`config.mk`:
```
export PLATFORM = sky130hd
export DESIGN_NAME = stc_config_bank
export DESIGN_NICKNAME = d
export VERILOG_FILES = /design/src/logic/stc_pkg.sv /design/src/logic/stc_interval_timer.sv /design/src/logic/stc_region_decode.sv /design/src/logic/stc_config_bank.sv
export SDC_FILE = /design/constraint.sdc
export NUM_CORES = 1
export LEC_CHECK = 0
export BUFFER_PORTS_ARGS = -buffer_cell sky130_fd_sc_hd__buf_4
export CAP_MARGIN = 15
export CORE_ASPECT_RATIO = 1.5
export CORE_MARGIN = 2
export CORE_UTILIZATION = 55
export DETAILED_ROUTE_END_ITERATION = 12
export PLACE_DENSITY = 0.77
export SYNTH_ARGS = -nofsm -noshare
export SYNTH_HDL_FRONTEND = slang
export SYNTH_SLANG_ARGS = --single-unit
```
`constraint.sdc`:
```
create_clock -name i_clk_sys -period 2.9 [get_ports i_clk_sys]
set_clock_uncertainty 0.2 [all_clocks]
set_input_delay 0 -clock i_clk_sys [delete_from_list [all_inputs] [get_ports i_clk_sys]]
set_output_delay 0 -clock i_clk_sys [all_outputs]
set_load 0.1 [all_outputs]
```
`src/logic/stc_pkg.sv`:
```
package stc_pkg;

  // ==========================================================
  // Register offsets
  localparam logic [7:0] STC_OFS_TRACK  = 8'h1a;
  localparam logic [7:0] STC_OFS_THRESH = 8'h1b;
  localparam logic [7:0] STC_OFS_REGION = 8'h1c;
  localparam logic [7:0] STC_OFS_REVTS  = 8'h1d;

  // ==========================================================
  // Reset values and writable-bit masks
  localparam logic [7:0] STC_RST_TRACK  = 8'h20;
  localparam logic [7:0] STC_RST_THRESH = 8'h96;
  localparam logic [7:0] STC_RST_REGION = 8'h57;
  localparam logic [7:0] STC_RST_REVTS  = 8'h40;
  localparam logic [7:0] STC_WM_TRACK   = 8'he7;
  localparam logic [7:0] STC_WM_THRESH  = 8'hff;
  localparam logic [7:0] STC_WM_REGION  = 8'h7f;
  localparam logic [7:0] STC_WM_REVTS   = 8'he0;

  // ==========================================================
  // Field positions (low bit of each field)
  localparam int STC_B_SWEEP      = 7;
  localparam int STC_B_PO_LO      = 5;
  localparam int STC_B_SCAN_LO    = 1;
  localparam int STC_B_TRACK_ON   = 0;
  localparam int STC_B_HOT_LO     = 6;
  localparam int STC_B_WARM_LO    = 4;
  localparam int STC_B_COOL_LO    = 2;
  localparam int STC_B_COLD_LO    = 0;
  localparam int STC_B_WARM_V_LO  = 5;
  localparam int STC_B_WARM_I     = 4;
  localparam int STC_B_COOL_I_LO  = 2;
  localparam int STC_B_PROFILE_ON = 1;
  localparam int STC_B_THERM_ON   = 0;
  localparam int STC_B_RHOT_LO    = 6;
  localparam int STC_B_RCOLD      = 5;

  // ==========================================================
  // Interval times and cycle counts at 200 MHz
  localparam longint STC_CLK_KHZ     = 200000;
  localparam longint STC_PO_A_MS     = 500;
  localparam longint STC_PO_B_MS     = 1000;
  localparam longint STC_PO_C_MS     = 10000;
  localparam longint STC_SCAN_A_MIN  = 3;
  localparam longint STC_SCAN_B_MIN  = 10;
  localparam longint STC_SCAN_C_MIN  = 15;
  localparam longint STC_SCAN_D_MIN  = 20;
  localparam longint STC_MS_PER_MIN  = 60000;
  localparam logic [39:0] STC_PO_A_CYC   = 40'(STC_PO_A_MS * STC_CLK_KHZ);
  localparam logic [39:0] STC_PO_B_CYC   = 40'(STC_PO_B_MS * STC_CLK_KHZ);
  localparam logic [39:0] STC_PO_C_CYC   = 40'(STC_PO_C_MS * STC_CLK_KHZ);
  localparam logic [39:0] STC_SCAN_A_CYC = 40'(STC_SCAN_A_MIN * STC_MS_PER_MIN * STC_CLK_KHZ);
  localparam logic [39:0] STC_SCAN_B_CYC = 40'(STC_SCAN_B_MIN * STC_MS_PER_MIN * STC_CLK_KHZ);
  localparam logic [39:0] STC_SCAN_C_CYC = 40'(STC_SCAN_C_MIN * STC_MS_PER_MIN * STC_CLK_KHZ);
  localparam logic [39:0] STC_SCAN_D_CYC = 40'(STC_SCAN_D_MIN * STC_MS_PER_MIN * STC_CLK_KHZ);

  // ==========================================================
  // Thermistor ratios in units of 0.001 %
  localparam logic [16:0] STC_R_31250 = 17'd31250;
  localparam logic [16:0] STC_R_34200 = 17'd34200;
  localparam logic [16:0] STC_R_34375 = 17'd34375;
  localparam logic [16:0] STC_R_37700 = 17'd37700;
  localparam logic [16:0] STC_R_41200 = 17'd41200;
  localparam logic [16:0] STC_R_44800 = 17'd44800;
  localparam logic [16:0] STC_R_48400 = 17'd48400;
  localparam logic [16:0] STC_R_62400 = 17'd62400;
  localparam logic [16:0] STC_R_65500 = 17'd65500;
  localparam logic [16:0] STC_R_68400 = 17'd68400;
  localparam logic [16:0] STC_R_71100 = 17'd71100;
  localparam logic [16:0] STC_R_73250 = 17'd73250;
  localparam logic [16:0] STC_R_75320 = 17'd75320;
  localparam logic [16:0] STC_R_77150 = 17'd77150;
  localparam logic [16:0] STC_R_80000 = 17'd80000;

  // Derating in units of 0.1 % of the programmed target
  localparam logic [9:0] STC_P_0    = 10'd0;
  localparam logic [9:0] STC_P_200  = 10'd200;
  localparam logic [9:0] STC_P_400  = 10'd400;
  localparam logic [9:0] STC_P_943  = 10'd943;
  localparam logic [9:0] STC_P_976  = 10'd976;
  localparam logic [9:0] STC_P_1000 = 10'd1000;

  typedef enum logic [2:0] {
    STC_RGN_NORMAL,
    STC_RGN_WARM,
    STC_RGN_COOL,
    STC_RGN_COLD,
    STC_RGN_HOT,
    STC_RGN_IGNORED
  } stc_region_e;

endpackage

```
`src/logic/stc_interval_timer.sv`:
```
`timescale 1ns/10ps
module stc_interval_timer #(
  parameter logic [39:0] PO_A_CYC   = stc_pkg::STC_PO_A_CYC,
  parameter logic [39:0] PO_B_CYC   = stc_pkg::STC_PO_B_CYC,
  parameter logic [39:0] PO_C_CYC   = stc_pkg::STC_PO_C_CYC,
  parameter logic [39:0] SCAN_A_CYC = stc_pkg::STC_SCAN_A_CYC,
  parameter logic [39:0] SCAN_B_CYC = stc_pkg::STC_SCAN_B_CYC,
  parameter logic [39:0] SCAN_C_CYC = stc_pkg::STC_SCAN_C_CYC,
  parameter logic [39:0] SCAN_D_CYC = stc_pkg::STC_SCAN_D_CYC
) (
  input  wire logic       i_clk_sys,   // System clock
  input  wire logic       i_rst_b,     // Async reset, active low
  input  wire logic       i_run,       // Tracking enabled
  input  wire logic       i_restart,   // Restart both timers
  input  wire logic [1:0] i_po_sel,    // Perturb-observe interval code
  input  wire logic [1:0] i_scan_sel,  // Panel scan interval code
  output logic            o_po_tick,   // Perturb-observe step pulse
  output logic            o_scan_tick  // Periodic scan pulse
);
  import stc_pkg::*;

  logic [39:0] po_cnt_r;
  logic [39:0] po_cnt_nxt;
  logic [39:0] scan_cnt_r;
  logic [39:0] scan_cnt_nxt;
  logic [39:0] po_lim;
  logic [39:0] scan_lim;
  logic        po_en;

  // ==========================================================
  // Interval selection
  always_comb begin
    po_en = 1'b1;
    unique case (i_po_sel)
      2'h0: begin
        po_lim = PO_A_CYC;
        po_en  = 1'b0;
      end
      2'h1: po_lim = PO_A_CYC;
      2'h2: po_lim = PO_B_CYC;
      2'h3: po_lim = PO_C_CYC;
    endcase
    unique case (i_scan_sel)
      2'h0: scan_lim = SCAN_A_CYC;
      2'h1: scan_lim = SCAN_B_CYC;
      2'h2: scan_lim = SCAN_C_CYC;
      2'h3: scan_lim = SCAN_D_CYC;
    endcase
  end

  // Counters sit at zero while tracking is off so a later enable starts a full interval
  always_comb begin
    o_po_tick    = i_run && !i_restart && po_en && (po_cnt_r >= po_lim - 40'h1);
    o_scan_tick  = i_run && !i_restart && (scan_cnt_r >= scan_lim - 40'h1);
    po_cnt_nxt   = po_cnt_r + 40'h1;
    scan_cnt_nxt = scan_cnt_r + 40'h1;
    if (!i_run || i_restart || !po_en || o_po_tick) begin
      po_cnt_nxt = '0;
    end
    if (!i_run || i_restart || o_scan_tick) begin
      scan_cnt_nxt = '0;
    end
  end

  always_ff @(posedge i_clk_sys or negedge i_rst_b) begin
    if (!i_rst_b) begin
      po_cnt_r   <= '0;
      scan_cnt_r <= '0;
    end else begin
      po_cnt_r   <= po_cnt_nxt;
      scan_cnt_r <= scan_cnt_nxt;
    end
  end

endmodule

```
`src/logic/stc_region_decode.sv`:
```
`timescale 1ns/10ps
module stc_region_decode (
  input  wire logic                 i_clk_sys,         // System clock
  input  wire logic                 i_rst_b,           // Async reset, active low
  input  wire logic [16:0]          i_thermistor_input, // Ratio, 0.001 % units
  input  wire logic [7:0]           i_thresh,          // Threshold register
  input  wire logic [7:0]           i_behave,          // Region behaviour register
  input  wire logic [7:0]           i_revts,           // Reverse limits register
  output stc_pkg::stc_region_e      o_region,          // Charging region
  output logic [9:0]                o_voltage_pct,     // Voltage target, 0.1 %
  output logic [9:0]                o_current_pct,     // Current target, 0.1 %
  output logic                      o_charge_suspend,  // Charging suspended
  output logic                      o_reverse_fault    // Reverse-mode limit crossed
);
  import stc_pkg::*;

  logic [16:0] hot_lim, warm_lim, cool_lim, cold_lim, rhot_lim, rcold_lim;
  logic        therm_on, profile_on, rhot_on;
  stc_region_e rgn;
  logic [9:0]  v_pct, i_pct;
  logic        rfault;

  // ==========================================================
  // Threshold lookup
  always_comb begin
    therm_on   = i_behave[STC_B_THERM_ON];
    profile_on = i_behave[STC_B_PROFILE_ON];
    unique case (i_thresh[STC_B_HOT_LO +: 2])
      2'h0: hot_lim = STC_R_41200;
      2'h1: hot_lim = STC_R_37700;
      2'h2: hot_lim = STC_R_34375;
      2'h3: hot_lim = STC_R_31250;
    endcase
    unique case (i_thresh[STC_B_WARM_LO +: 2])
      2'h0: warm_lim = STC_R_48400;
      2'h1: warm_lim = STC_R_44800;
      2'h2: warm_lim = STC_R_41200;
      2'h3: warm_lim = STC_R_37700;
    endcase
    unique case (i_thresh[STC_B_COOL_LO +: 2])
      2'h0: cool_lim = STC_R_71100;
      2'h1: cool_lim = STC_R_68400;
      2'h2: cool_lim = STC_R_65500;
      2'h3: cool_lim = STC_R_62400;
    endcase
    unique case (i_thresh[STC_B_COLD_LO +: 2])
      2'h0: cold_lim = STC_R_77150;
      2'h1: cold_lim = STC_R_75320;
      2'h2: cold_lim = STC_R_73250;
      2'h3: cold_lim = STC_R_71100;
    endcase
    rhot_on = 1'b1;
    unique case (i_revts[STC_B_RHOT_LO +: 2])
      2'h0: rhot_lim = STC_R_37700;
      2'h1: rhot_lim = STC_R_34200;
      2'h2: rhot_lim = STC_R_31250;
      2'h3: begin
        rhot_lim = STC_R_31250;
        rhot_on  = 1'b0;
      end
    endcase
    rcold_lim = i_revts[STC_B_RCOLD] ? STC_R_80000 : STC_R_77150;
  end

  // ==========================================================
  // Region and derating; higher ratio means colder
  always_comb begin
    v_pct = STC_P_1000;
    i_pct = STC_P_1000;
    if (!therm_on) begin
      rgn = STC_RGN_IGNORED;
    end else if (i_thermistor_input > cold_lim) begin
      rgn = STC_RGN_COLD;
    end else if (i_thermistor_input < hot_lim) begin
      rgn = STC_RGN_HOT;
    end else if (profile_on && i_thermistor_input > cool_lim) begin
      rgn = STC_RGN_COOL;
    end else if (profile_on && i_thermistor_input < warm_lim) begin
      rgn = STC_RGN_WARM;
    end else begin
      rgn = STC_RGN_NORMAL;
    end
    unique case (rgn)
      STC_RGN_COLD, STC_RGN_HOT: begin
        v_pct = STC_P_0;
        i_pct = STC_P_0;
      end
      STC_RGN_WARM: begin
        unique case (i_behave[STC_B_WARM_V_LO +: 2])
          2'h0: v_pct = STC_P_0;
          2'h1: v_pct = STC_P_943;
          2'h2: v_pct = STC_P_976;
          2'h3: v_pct = STC_P_1000;
        endcase
        i_pct = i_behave[STC_B_WARM_I] ? STC_P_1000 : STC_P_400;
        if (v_pct == STC_P_0) begin
          i_pct = STC_P_0;
        end
      end
      STC_RGN_COOL: begin
        unique case (i_behave[STC_B_COOL_I_LO +: 2])
          2'h0: i_pct = STC_P_0;
          2'h1: i_pct = STC_P_200;
          2'h2: i_pct = STC_P_400;
          2'h3: i_pct = STC_P_1000;
        endcase
        if (i_pct == STC_P_0) begin
          v_pct = STC_P_0;
        end
      end
      default: begin
        v_pct = STC_P_1000;
        i_pct = STC_P_1000;
      end
    endcase
    rfault = therm_on && ((rhot_on && i_thermistor_input < rhot_lim) ||
                          i_thermistor_input > rcold_lim);
  end

  always_ff @(posedge i_clk_sys or negedge i_rst_b) begin
    if (!i_rst_b) begin
      o_region         <= STC_RGN_NORMAL;
      o_voltage_pct    <= STC_P_1000;
      o_current_pct    <= STC_P_1000;
      o_charge_suspend <= 1'b0;
      o_reverse_fault  <= 1'b0;
    end else begin
      o_region         <= rgn;
      o_voltage_pct    <= v_pct;
      o_current_pct    <= i_pct;
      o_charge_suspend <= (i_pct == STC_P_0);
      o_reverse_fault  <= rfault;
    end
  end

endmodule

```
`src/logic/stc_config_bank.sv`:
```
`timescale 1ns/10ps
module stc_config_bank #(
  parameter logic [39:0] PO_A_CYC   = stc_pkg::STC_PO_A_CYC,   // 0.5 s in cycles
  parameter logic [39:0] PO_B_CYC   = stc_pkg::STC_PO_B_CYC,   // 1 s in cycles
  parameter logic [39:0] PO_C_CYC   = stc_pkg::STC_PO_C_CYC,   // 10 s in cycles
  parameter logic [39:0] SCAN_A_CYC = stc_pkg::STC_SCAN_A_CYC, // 3 min in cycles
  parameter logic [39:0] SCAN_B_CYC = stc_pkg::STC_SCAN_B_CYC, // 10 min in cycles
  parameter logic [39:0] SCAN_C_CYC = stc_pkg::STC_SCAN_C_CYC, // 15 min in cycles
  parameter logic [39:0] SCAN_D_CYC = stc_pkg::STC_SCAN_D_CYC  // 20 min in cycles
) (
  input  wire logic            i_clk_sys,          // System clock, 200 MHz
  input  wire logic            i_rst_b,            // Async reset, active low
  input  wire logic            i_reg_reset,        // Register reset request pulse
  input  wire logic            i_wr_en,            // Register write strobe
  input  wire logic            i_rd_en,            // Register read strobe
  input  wire logic [7:0]      i_addr,             // Register address
  input  wire logic [7:0]      i_wr_data,          // Write data
  output logic [7:0]           o_rd_data,          // Read data, one cycle after strobe
  input  wire logic            i_sweep_done,       // Tracking engine finished a sweep
  input  wire logic            i_adc_wr_en,        // Host write to ADC control register
  output logic                 o_adc_wr_allow,     // ADC control write may land
  output logic                 o_track_on,         // Peak power tracking enabled
  output logic                 o_sweep_start,      // Start a full panel sweep, pulse
  output logic                 o_po_step,          // Perturb-observe step, pulse
  input  wire logic [16:0]     i_thermistor_input, // Thermistor ratio, 0.001 % units
  output stc_pkg::stc_region_e o_region,           // Present charging region
  output logic [9:0]           o_voltage_pct,      // Voltage target, 0.1 % units
  output logic [9:0]           o_current_pct,      // Current target, 0.1 % units
  output logic                 o_charge_suspend,   // Region suspends charging
  output logic                 o_reverse_fault     // Reverse-mode thermistor limit hit
);
  import stc_pkg::*;

  // ==========================================================
  // Register state
  logic [7:0] track_r;
  logic [7:0] track_nxt;
  logic [7:0] thresh_r;
  logic [7:0] thresh_nxt;
  logic [7:0] behave_r;
  logic [7:0] behave_nxt;
  logic [7:0] revts_r;
  logic [7:0] revts_nxt;
  logic [7:0] rd_data_nxt;
  logic       sweep_busy_r;
  logic       sweep_busy_nxt;
  logic       start_r;
  logic       start_nxt;
  logic       po_tick;
  logic       scan_tick;
  logic       wr_track;
  logic       host_sweep;

  // ==========================================================
  // Write decode
  always_comb begin
    wr_track   = i_wr_en && (i_addr == STC_OFS_TRACK);
    host_sweep = wr_track && i_wr_data[STC_B_SWEEP];
    track_nxt  = track_r;
    thresh_nxt = thresh_r;
    behave_nxt = behave_r;
    revts_nxt  = revts_r;
    if (i_wr_en) begin
      unique case (i_addr)
        STC_OFS_TRACK:  track_nxt  = i_wr_data & STC_WM_TRACK;
        STC_OFS_THRESH: thresh_nxt = i_wr_data & STC_WM_THRESH;
        STC_OFS_REGION: behave_nxt = i_wr_data & STC_WM_REGION;
        STC_OFS_REVTS:  revts_nxt  = i_wr_data & STC_WM_REVTS;
        default: begin
          track_nxt = track_r;
        end
      endcase
    end
    // The sweep bit only ever sets from a host write; zero writes leave a running sweep alone
    track_nxt[STC_B_SWEEP] = track_r[STC_B_SWEEP];
    if (i_sweep_done) begin
      track_nxt[STC_B_SWEEP] = 1'b0;
    end
    if (host_sweep) begin
      track_nxt[STC_B_SWEEP] = 1'b1;
    end
    if (i_reg_reset) begin
      track_nxt  = STC_RST_TRACK;
      thresh_nxt = STC_RST_THRESH;
      behave_nxt = STC_RST_REGION;
      revts_nxt  = STC_RST_REVTS;
    end
  end

  // ==========================================================
  // Sweep sequencing
  always_comb begin
    // A periodic scan only fires while tracking runs and no sweep is in flight
    start_nxt      = (host_sweep && !i_reg_reset) ||
                     (scan_tick && !sweep_busy_r && !i_reg_reset);
    sweep_busy_nxt = sweep_busy_r;
    if (i_sweep_done) begin
      sweep_busy_nxt = 1'b0;
    end
    if (start_nxt) begin
      sweep_busy_nxt = 1'b1;
    end
    if (i_reg_reset) begin
      sweep_busy_nxt = 1'b0;
    end
  end

  always_comb begin
    o_track_on     = track_r[STC_B_TRACK_ON];
    o_sweep_start  = start_r;
    o_po_step      = po_tick && !sweep_busy_r;
    o_adc_wr_allow = i_adc_wr_en && !track_r[STC_B_TRACK_ON];
  end

  // ==========================================================
  // Read path
  always_comb begin
    rd_data_nxt = o_rd_data;
    if (i_rd_en) begin
      unique case (i_addr)
        STC_OFS_TRACK:  rd_data_nxt = track_r;
        STC_OFS_THRESH: rd_data_nxt = thresh_r;
        STC_OFS_REGION: rd_data_nxt = behave_r;
        STC_OFS_REVTS:  rd_data_nxt = revts_r;
        default:        rd_data_nxt = 8'h00;
      endcase
    end
  end

  always_ff @(posedge i_clk_sys or negedge i_rst_b) begin
    if (!i_rst_b) begin
      track_r      <= STC_RST_TRACK;
      thresh_r     <= STC_RST_THRESH;
      behave_r     <= STC_RST_REGION;
      revts_r      <= STC_RST_REVTS;
      sweep_busy_r <= 1'b0;
      start_r      <= 1'b0;
      o_rd_data    <= 8'h00;
    end else begin
      track_r      <= track_nxt;
      thresh_r     <= thresh_nxt;
      behave_r     <= behave_nxt;
      revts_r      <= revts_nxt;
      sweep_busy_r <= sweep_busy_nxt;
      start_r      <= start_nxt;
      o_rd_data    <= rd_data_nxt;
    end
  end

  // ==========================================================
  // Tracking timers; any sweep start restarts both
  stc_interval_timer #(
    .PO_A_CYC   (PO_A_CYC),
    .PO_B_CYC   (PO_B_CYC),
    .PO_C_CYC   (PO_C_CYC),
    .SCAN_A_CYC (SCAN_A_CYC),
    .SCAN_B_CYC (SCAN_B_CYC),
    .SCAN_C_CYC (SCAN_C_CYC),
    .SCAN_D_CYC (SCAN_D_CYC)
  ) u_timer (
    .i_clk_sys   (i_clk_sys),
    .i_rst_b     (i_rst_b),
    .i_run       (track_r[STC_B_TRACK_ON]),
    .i_restart   (start_r || i_reg_reset),
    .i_po_sel    (track_r[STC_B_PO_LO +: 2]),
    .i_scan_sel  (track_r[STC_B_SCAN_LO +: 2]),
    .o_po_tick   (po_tick),
    .o_scan_tick (scan_tick)
  );

  // ==========================================================
  // Thermistor regions
  stc_region_decode u_region (
    .i_clk_sys          (i_clk_sys),
    .i_rst_b            (i_rst_b),
    .i_thermistor_input (i_thermistor_input),
    .i_thresh           (thresh_r),
    .i_behave           (behave_r),
    .i_revts            (revts_r),
    .o_region           (o_region),
    .o_voltage_pct      (o_voltage_pct),
    .o_current_pct      (o_current_pct),
    .o_charge_suspend   (o_charge_suspend),
    .o_reverse_fault    (o_reverse_fault)
  );

endmodule

```
Yosys cells after proc, flatten, opt, wreduce, memory -nomap -nowiden
Cells that the tools add are included.

Flip-flop bits (word level): 147. Input port bits: 40. Output and inout bits: 37. Logic and storage cells: 157.

Add/subtract/negate cells: 4. Magnitude comparators: 8. Eq/ne operators: 35. Multiplexer cells: 43. Reduce and logical (&&, ||, !) cells: 52.

Operators by type and width (number): $pmux W17 S4 (4); $pmux W40 S4 (1); $pmux W40 S3 (1); $add A40 B1 Y40 const B (2); $ge A40 B40 Y1 (2); $mux W40 (2); $mux W8 (10); $pmux W10 S4 (2); $sub A40 B1 Y40 const B (2); $pmux W10 S3 (2); $gt A17 B17 Y1 (3); $lt A17 B17 Y1 (3); $pmux W17 S3 (1); $mux W10 (5); $eq A2 B2 Y1 const B (18); $eq A8 B5 Y1 const B (4); $pmux W8 S4 (1); $logic_not A10 Y1 (3); $eq A2 B1 Y1 const B (9); $logic_not A2 Y1 (9); $logic_and A1 B1 Y1 (15); $mux W7 (2); $mux W13 (1); $mux W3 (4); other kinds (10) (36).

Longest topological paths before layout
Depth after elaboration: 15. Mapped depth: 14. Gate-level depth less buffers: 12.

Cells and area by module
Synthesis repeated with hierarchy kept, for this count alone.

Cells, all modules: 982. Area, all modules: 9266.4 µm².

By module, submodules not included: stc_interval_timer (times used 1, cells an instance 503, area each 4767.1 µm², seq. area each 2001.9 µm²); stc_region_decode (times used 1, cells an instance 311, area each 2710.1 µm², seq. area each 357.8 µm²); stc_config_bank (times used 1, cells an instance 168, area each 1789.2 µm², seq. area each 864.6 µm²).

Least setup slack after synthesis
No wires, ideal clock.

Kind: register to output. From: reg track_r[5]. To: out o_po_step. Arrival time: 3721 ps. Data required time: 2700 ps. Path slack: -1021 ps. Stages on the path, launching flop included: 9. Path buffers: 0. Cell sequence: dfstp_2 > nand2_1 > ha_1 > nand4b_1 > nor2_1 > o21ai_0 > o2111ai_1 > a31o_1 > nor3b_1.

Longest elaborated chain between the ends: 7. Elaborated cells on any way between the ends: 12. Those cells by class: 1 x add/sub; 1 x order compare; 3 x eq/ne; 2 x mux; 5 x reduce/logical.

Ends and longest elaborated chain: from (decl) (line stc_config_bank.sv:36) `logic [7:0] track_r;`; from (signal assigned) (line stc_config_bank.sv:140) `track_r <= track_nxt;`; $eq A2 B1 Y1 or $logic_not A2 Y1 (tied branches) (line stc_interval_timer.sv:34) `unique case (i_po_sel)`; $reduce_or A2 Y1 (no source line); $pmux W40 S3 (line stc_interval_timer.sv:34); $sub A40 B1 Y40 (line stc_interval_timer.sv:53) `o_po_tick = i_run && !i_restart && po_en && (po_cnt_r >= po_lim - 40'h1);`; $ge A40 B40 Y1 (line stc_interval_timer.sv:53); $logic_and A1 B1 Y1 (*) (line stc_interval_timer.sv:53); $logic_and A1 B1 Y1 (*) (line stc_config_bank.sv:111) `o_po_step = po_tick && !sweep_busy_r;`; to (decl) (line stc_config_bank.sv:24) `output logic o_po_step,`.

Mark *: on every way between the ends. The rest lies on a longest branch, timed or not. The select of a mux whose other input is x is not followed.

Final worst setup path
From: reg thresh_r[2]. To: reg u_region.o_current_pct[4].

Longest elaborated chain between the ends: 11. Elaborated cells on any way between the ends: 17. Those cells by class: 1 x order compare; 7 x eq/ne; 6 x mux; 3 x reduce/logical.

Ends and longest elaborated chain: from (decl) (line stc_config_bank.sv:38) `logic [7:0] thresh_r;`; from (signal assigned) (line stc_config_bank.sv:141) `thresh_r <= thresh_nxt;`; $eq A2 B2 Y1, or another cell as far along (line stc_region_decode.sv:40) `unique case (i_thresh[STC_B_COOL_LO +: 2])`; $pmux W17 S4 (*) (line stc_region_decode.sv:40); $gt A17 B17 Y1 (*) (line stc_region_decode.sv:76) `end else if (profile_on && i_thermistor_input > cool_lim) begin`; $logic_and A1 B1 Y1 (*) (line stc_region_decode.sv:76); $mux W3 (*) (line stc_region_decode.sv:76); $mux W3 (*) (line stc_region_decode.sv:74) `end else if (i_thermistor_input < hot_lim) begin`; $mux W3 (*) (line stc_region_decode.sv:72) `end else if (i_thermistor_input > cold_lim) begin`; $mux W3 (*) (line stc_region_decode.sv:70) `if (!therm_on) begin`; $eq A3 B2 Y1 or $eq A3 B3 Y1 (tied branches) (line stc_region_decode.sv:83) `unique case (rgn)`; $reduce_or A2 Y1 (line stc_region_decode.sv:83); $pmux W10 S3 (*) (line stc_region_decode.sv:83); named net u_region.i_pct[4] (line stc_region_decode.sv:20) `logic [9:0] v_pct, i_pct;`; to (signal assigned) (line stc_region_decode.sv:130) `o_current_pct <= i_pct;`; to (decl) (line stc_region_decode.sv:11) `output logic [9:0] o_current_pct,`.

The timed path passes the listed nets; every way through them passes the cells marked *. The select of a mux whose other input is x is not followed. A chain may end at the register's enable or synchronous reset.

==> flow_summary.json <==
{
  "run_status": "finished, violations left",
  "violations": "setup timing",
  "leakagePower_nw": 5.50,
  "synth_flop_cell": "dfrtp_1",
  "grt.overflow.total": 0,
  "die_h_microns": 161,
  "design.core.area_sq_mm": 0.0161,
  "antenna_cells": 0,
  "setup_viol": 45,
  "vias": 8322,
  "cts_buffers": 17,
  "syn_area_per_cell_sq_um": 9.37,
  "die-area_sq_mm": 0.0174,
  "layout_min_cycle_time_ns": 3.09,
  "yosysWarningCount": 0,
  "drtPass1Iterations": 6,
  "nNetsFinal": 1327,
  "rows": 57,
  "endpoint_kind": "flip-flop",
  "ant_nets": 0,
  "drc": 0,
  "cp_cell_sequence": "inv_4 -> ha_4 -> o21bai_4 -> buf_12 -> ha_4 -> nand2_4 -> nor4b_4 -> a31o_2 -> a31oi_2 -> a211o_1 -> buf_4 -> o32ai_2",
  "ys_types": 68,
  "avgRoutedWirePerCell_microns": 20.4,
  "cp_common_cell": "ha_4",
  "path_max_fanout": 4,
  "clockBufferDepth": 2,
  "die_w_microns": 108,
  "place_inst": 1279,
  "syn-instance-count": 961,
  "crit_slowest_cell": "dfstp_2",
  "gp_congestion": 0.907,
  "grt_pass1_vias": 8148,
  "tightestPinTransition_ns": 0.623,
  "antenna_found_initial": 0,
  "rsz0062_at_grt": "true",
  "synth-seq-cells": 128,
  "clock_latency_ns": 0.43,
  "drive_above_1_share": 0.278,
  "final.setup.worst_slack_ns": -0.189,
  "slowest_delay_ns": 0.57,
  "holdWs_ns": 0.0315,
  "io_pins": 77,
  "max_clock_freq_mhz": 324,
  "ys_async_sr_fraction": 1.00,
  "clkTransAtPathRegs_ns": 0.06,
  "grt_use_total": 0.287,
  "required_ns": 3.03,
  "synth_edf_count": 0,
  "clock_sinks": 128,
  "post_drt_via_cell_ratio": 6.09,
  "arrival_ns": 3.22,
  "dpl_worst_slack_ns": -0.217,
  "start_util": 0.559,
  "wl_mm": 27.9,
  "timing.slew.headroom": 0.584,
  "drt-initial-drc-count": 693,
  "area.growth.synth_to_final_pct": 34.3,
  "htree_levels": 4,
  "powerDensity_mw_per_mm2": 392,
  "synth_area_sq_mm": 0.00900,
  "tritoncts": "yes",
  "hp-class": "in2reg",
  "maxCapViolCount": 0,
  "period_share": 1.07,
  "vdd_drop_max_uv": 343,
  "cts_root_buffer": "clkbuf_16",
  "post_layout_nonfiller_instances": 1366,
  "hpwlAfterDp_mm": 17.0,
  "r2r_cells": 12,
  "critPathKind": "reg2reg",
  "cp-start-kind": "flip-flop",
  "grt_pass1_wl_mm": 38.9,
  "ys_seq_area_frac": 0.358,
  "io_buffers": 73,
  "hold_depth": 5,
  "finalHoldViolCount": 0,
  "grt_max_degree": 53,
  "final_max_slew_viol_count": 0
}
==> cells in the mapped netlist (17+ instances only) <==
master / instances / share of area
and3_1: 19 / 0.013
nand4_1: 26 / 0.018
clkbuf_1: 17 / 0.0071
dfrtp_1: 111 / 0.31
nand3_1: 39 / 0.022
o21ai_0: 19 / 0.011
inv_1: 65 / 0.027
a21oi_1: 37 / 0.021
xor2_1: 37 / 0.036
ha_1: 140 / 0.19
nand2_1: 73 / 0.030
dfstp_2: 17 / 0.050
nor2_1: 111 / 0.046
xnor2_1: 30 / 0.029
a21o_1: 17 / 0.014
==> registers in the layout (all words and copies together) (netlist names), 3 cells and up <==
register and cells:
u_timer.po_cnt_r 40, u_timer.scan_cnt_r 40, o_rd_data 8, thresh_r 8, behave_r 7, track_r 6, u_region.o_voltage_pct 5, u_region.o_current_pct 4
revts_r 3, u_region.o_region 3
==> final cells by class <==
class | instances | area (sq um)
Timing Repair Buffer | 190 | 1690
Tap cell | 206 | 258
Fill cell | 1036 | 4030
Sequential cell | 128 | 3230
Clock inverter | 10 | 126
Inverter | 65 | 246
Clock buffer | 22 | 474
Multi-Input combinational cell | 745 | 6070
==> layout by cell type (no fill, tap or decap), types with 6 or more instances in the layout <==
master / n
o22ai_1: 8
and3_1: 16
buf_4: 138
xnor2_1: 30
nor2_1: 90
ha_1: 114
dfrtp_1: 110
nor2b_1: 11
conb_1: 14
dlygate4sd3_1: 36
o21ai_0: 14
inv_2: 9
and4_1: 10
buf_12: 6
nor2_2: 19
a22oi_1: 7
nand3_1: 35
dfstp_2: 17
nand3b_1: 8
a21oi_1: 32
a21o_1: 17
a211o_1: 11
nor3_1: 8
clkbuf_16: 21
inv_1: 55
xor2_1: 37
nand2_1: 69
nand4_1: 26
ha_4: 21
and2_1: 8
==> worst max-delay path: cells and delay by family (launching register included) <==
| kind | cells | cell delay [ns] |
|---|---|---|
| compound gates | 5 | 1.05 |
| flops | 1 | 0.57 |
| fa+ha+maj | 2 | 0.44 |
| buf+inv | 3 | 0.37 |
| simple gates | 2 | 0.37 |
==> metrics by stage <==
step / setup TNS (ns) / utilization / area (sq um) / power, W
after floorplan: -0.214 / - / 9090 / 0.00228
after global placement: -0.903 / 0.632 / 10200 / 0.00247
after detailed placement: -5.28 / 0.632 / 10200 / 0.00248
after CTS: -0.402 / 0.709 / 11400 / 0.00471
after global routing: -5.87 / 0.750 / 12100 / 0.00487
final: -2.20 / 0.750 / 12100 / 0.00474
==> layer usage <==
metal  global-route usage  share of wire  vias up
li1                     -              -     3770
met2                0.513           0.52      340
met3               0.0515          0.045      139
met4                0.177          0.070        0
met1                0.304           0.36     4073
met5                    0              0        -
==> timing repair <==
item	CTS	global route
pin swaps	18	35
resized for setup	37	99
setup buffers	6	8
cloned	0	7
setup endpoints to repair	49	56
hold buffers	37	0
hold endpoints to repair	160	0
==> kinds of logic (layout without fill, tap and decap cells) <==
kind of cell / after synthesis / after routing / synth area share
compound gates: 162 / 162 / 0.127
xor+xnor: 67 / 67 / 0.0652
fa+ha+maj: 140 / 140 / 0.195
buf+inv: 101 / 287 / 0.0502
flops: 128 / 128 / 0.358
mux: 5 / 5 / 0.00570
other cells: 1 / 14 / 0.000417
simple gates: 357 / 357 / 0.199
==> where the power goes <==
part | leakage (nW) | switching (W) | internal (W)
clock | 0.284 | 0.000853 | 0.00134
sequential | 1.69 | 0.0000121 | 0.00182
combinational | 3.52 | 0.000488 | 0.000219
total | 5.50 | 0.00135 | 0.00338
==> worst paths after layout <==
path,start,end,slack [ns]
max in group asynchronous,i_rst_b,thresh_r[7]$_DFFE_PN1P_,1.62
max,thresh_r[2]$_DFFE_PN1P_,u_region.o_current_pct[4]$_DFF_PN0_,-0.19
max reg2reg,thresh_r[2]$_DFFE_PN1P_,u_region.o_current_pct[4]$_DFF_PN0_,-0.19
min,i_addr[2],o_rd_data[3]$_DFFE_PN0P_,0.03
min reg2reg,u_timer.po_cnt_r[0]$_DFF_PN0_,u_timer.po_cnt_r[0]$_DFF_PN0_,0.27
min in group asynchronous,i_rst_b,u_timer.scan_cnt_r[9]$_DFF_PN0_,0.49
(Power assumes the default switching activity.)
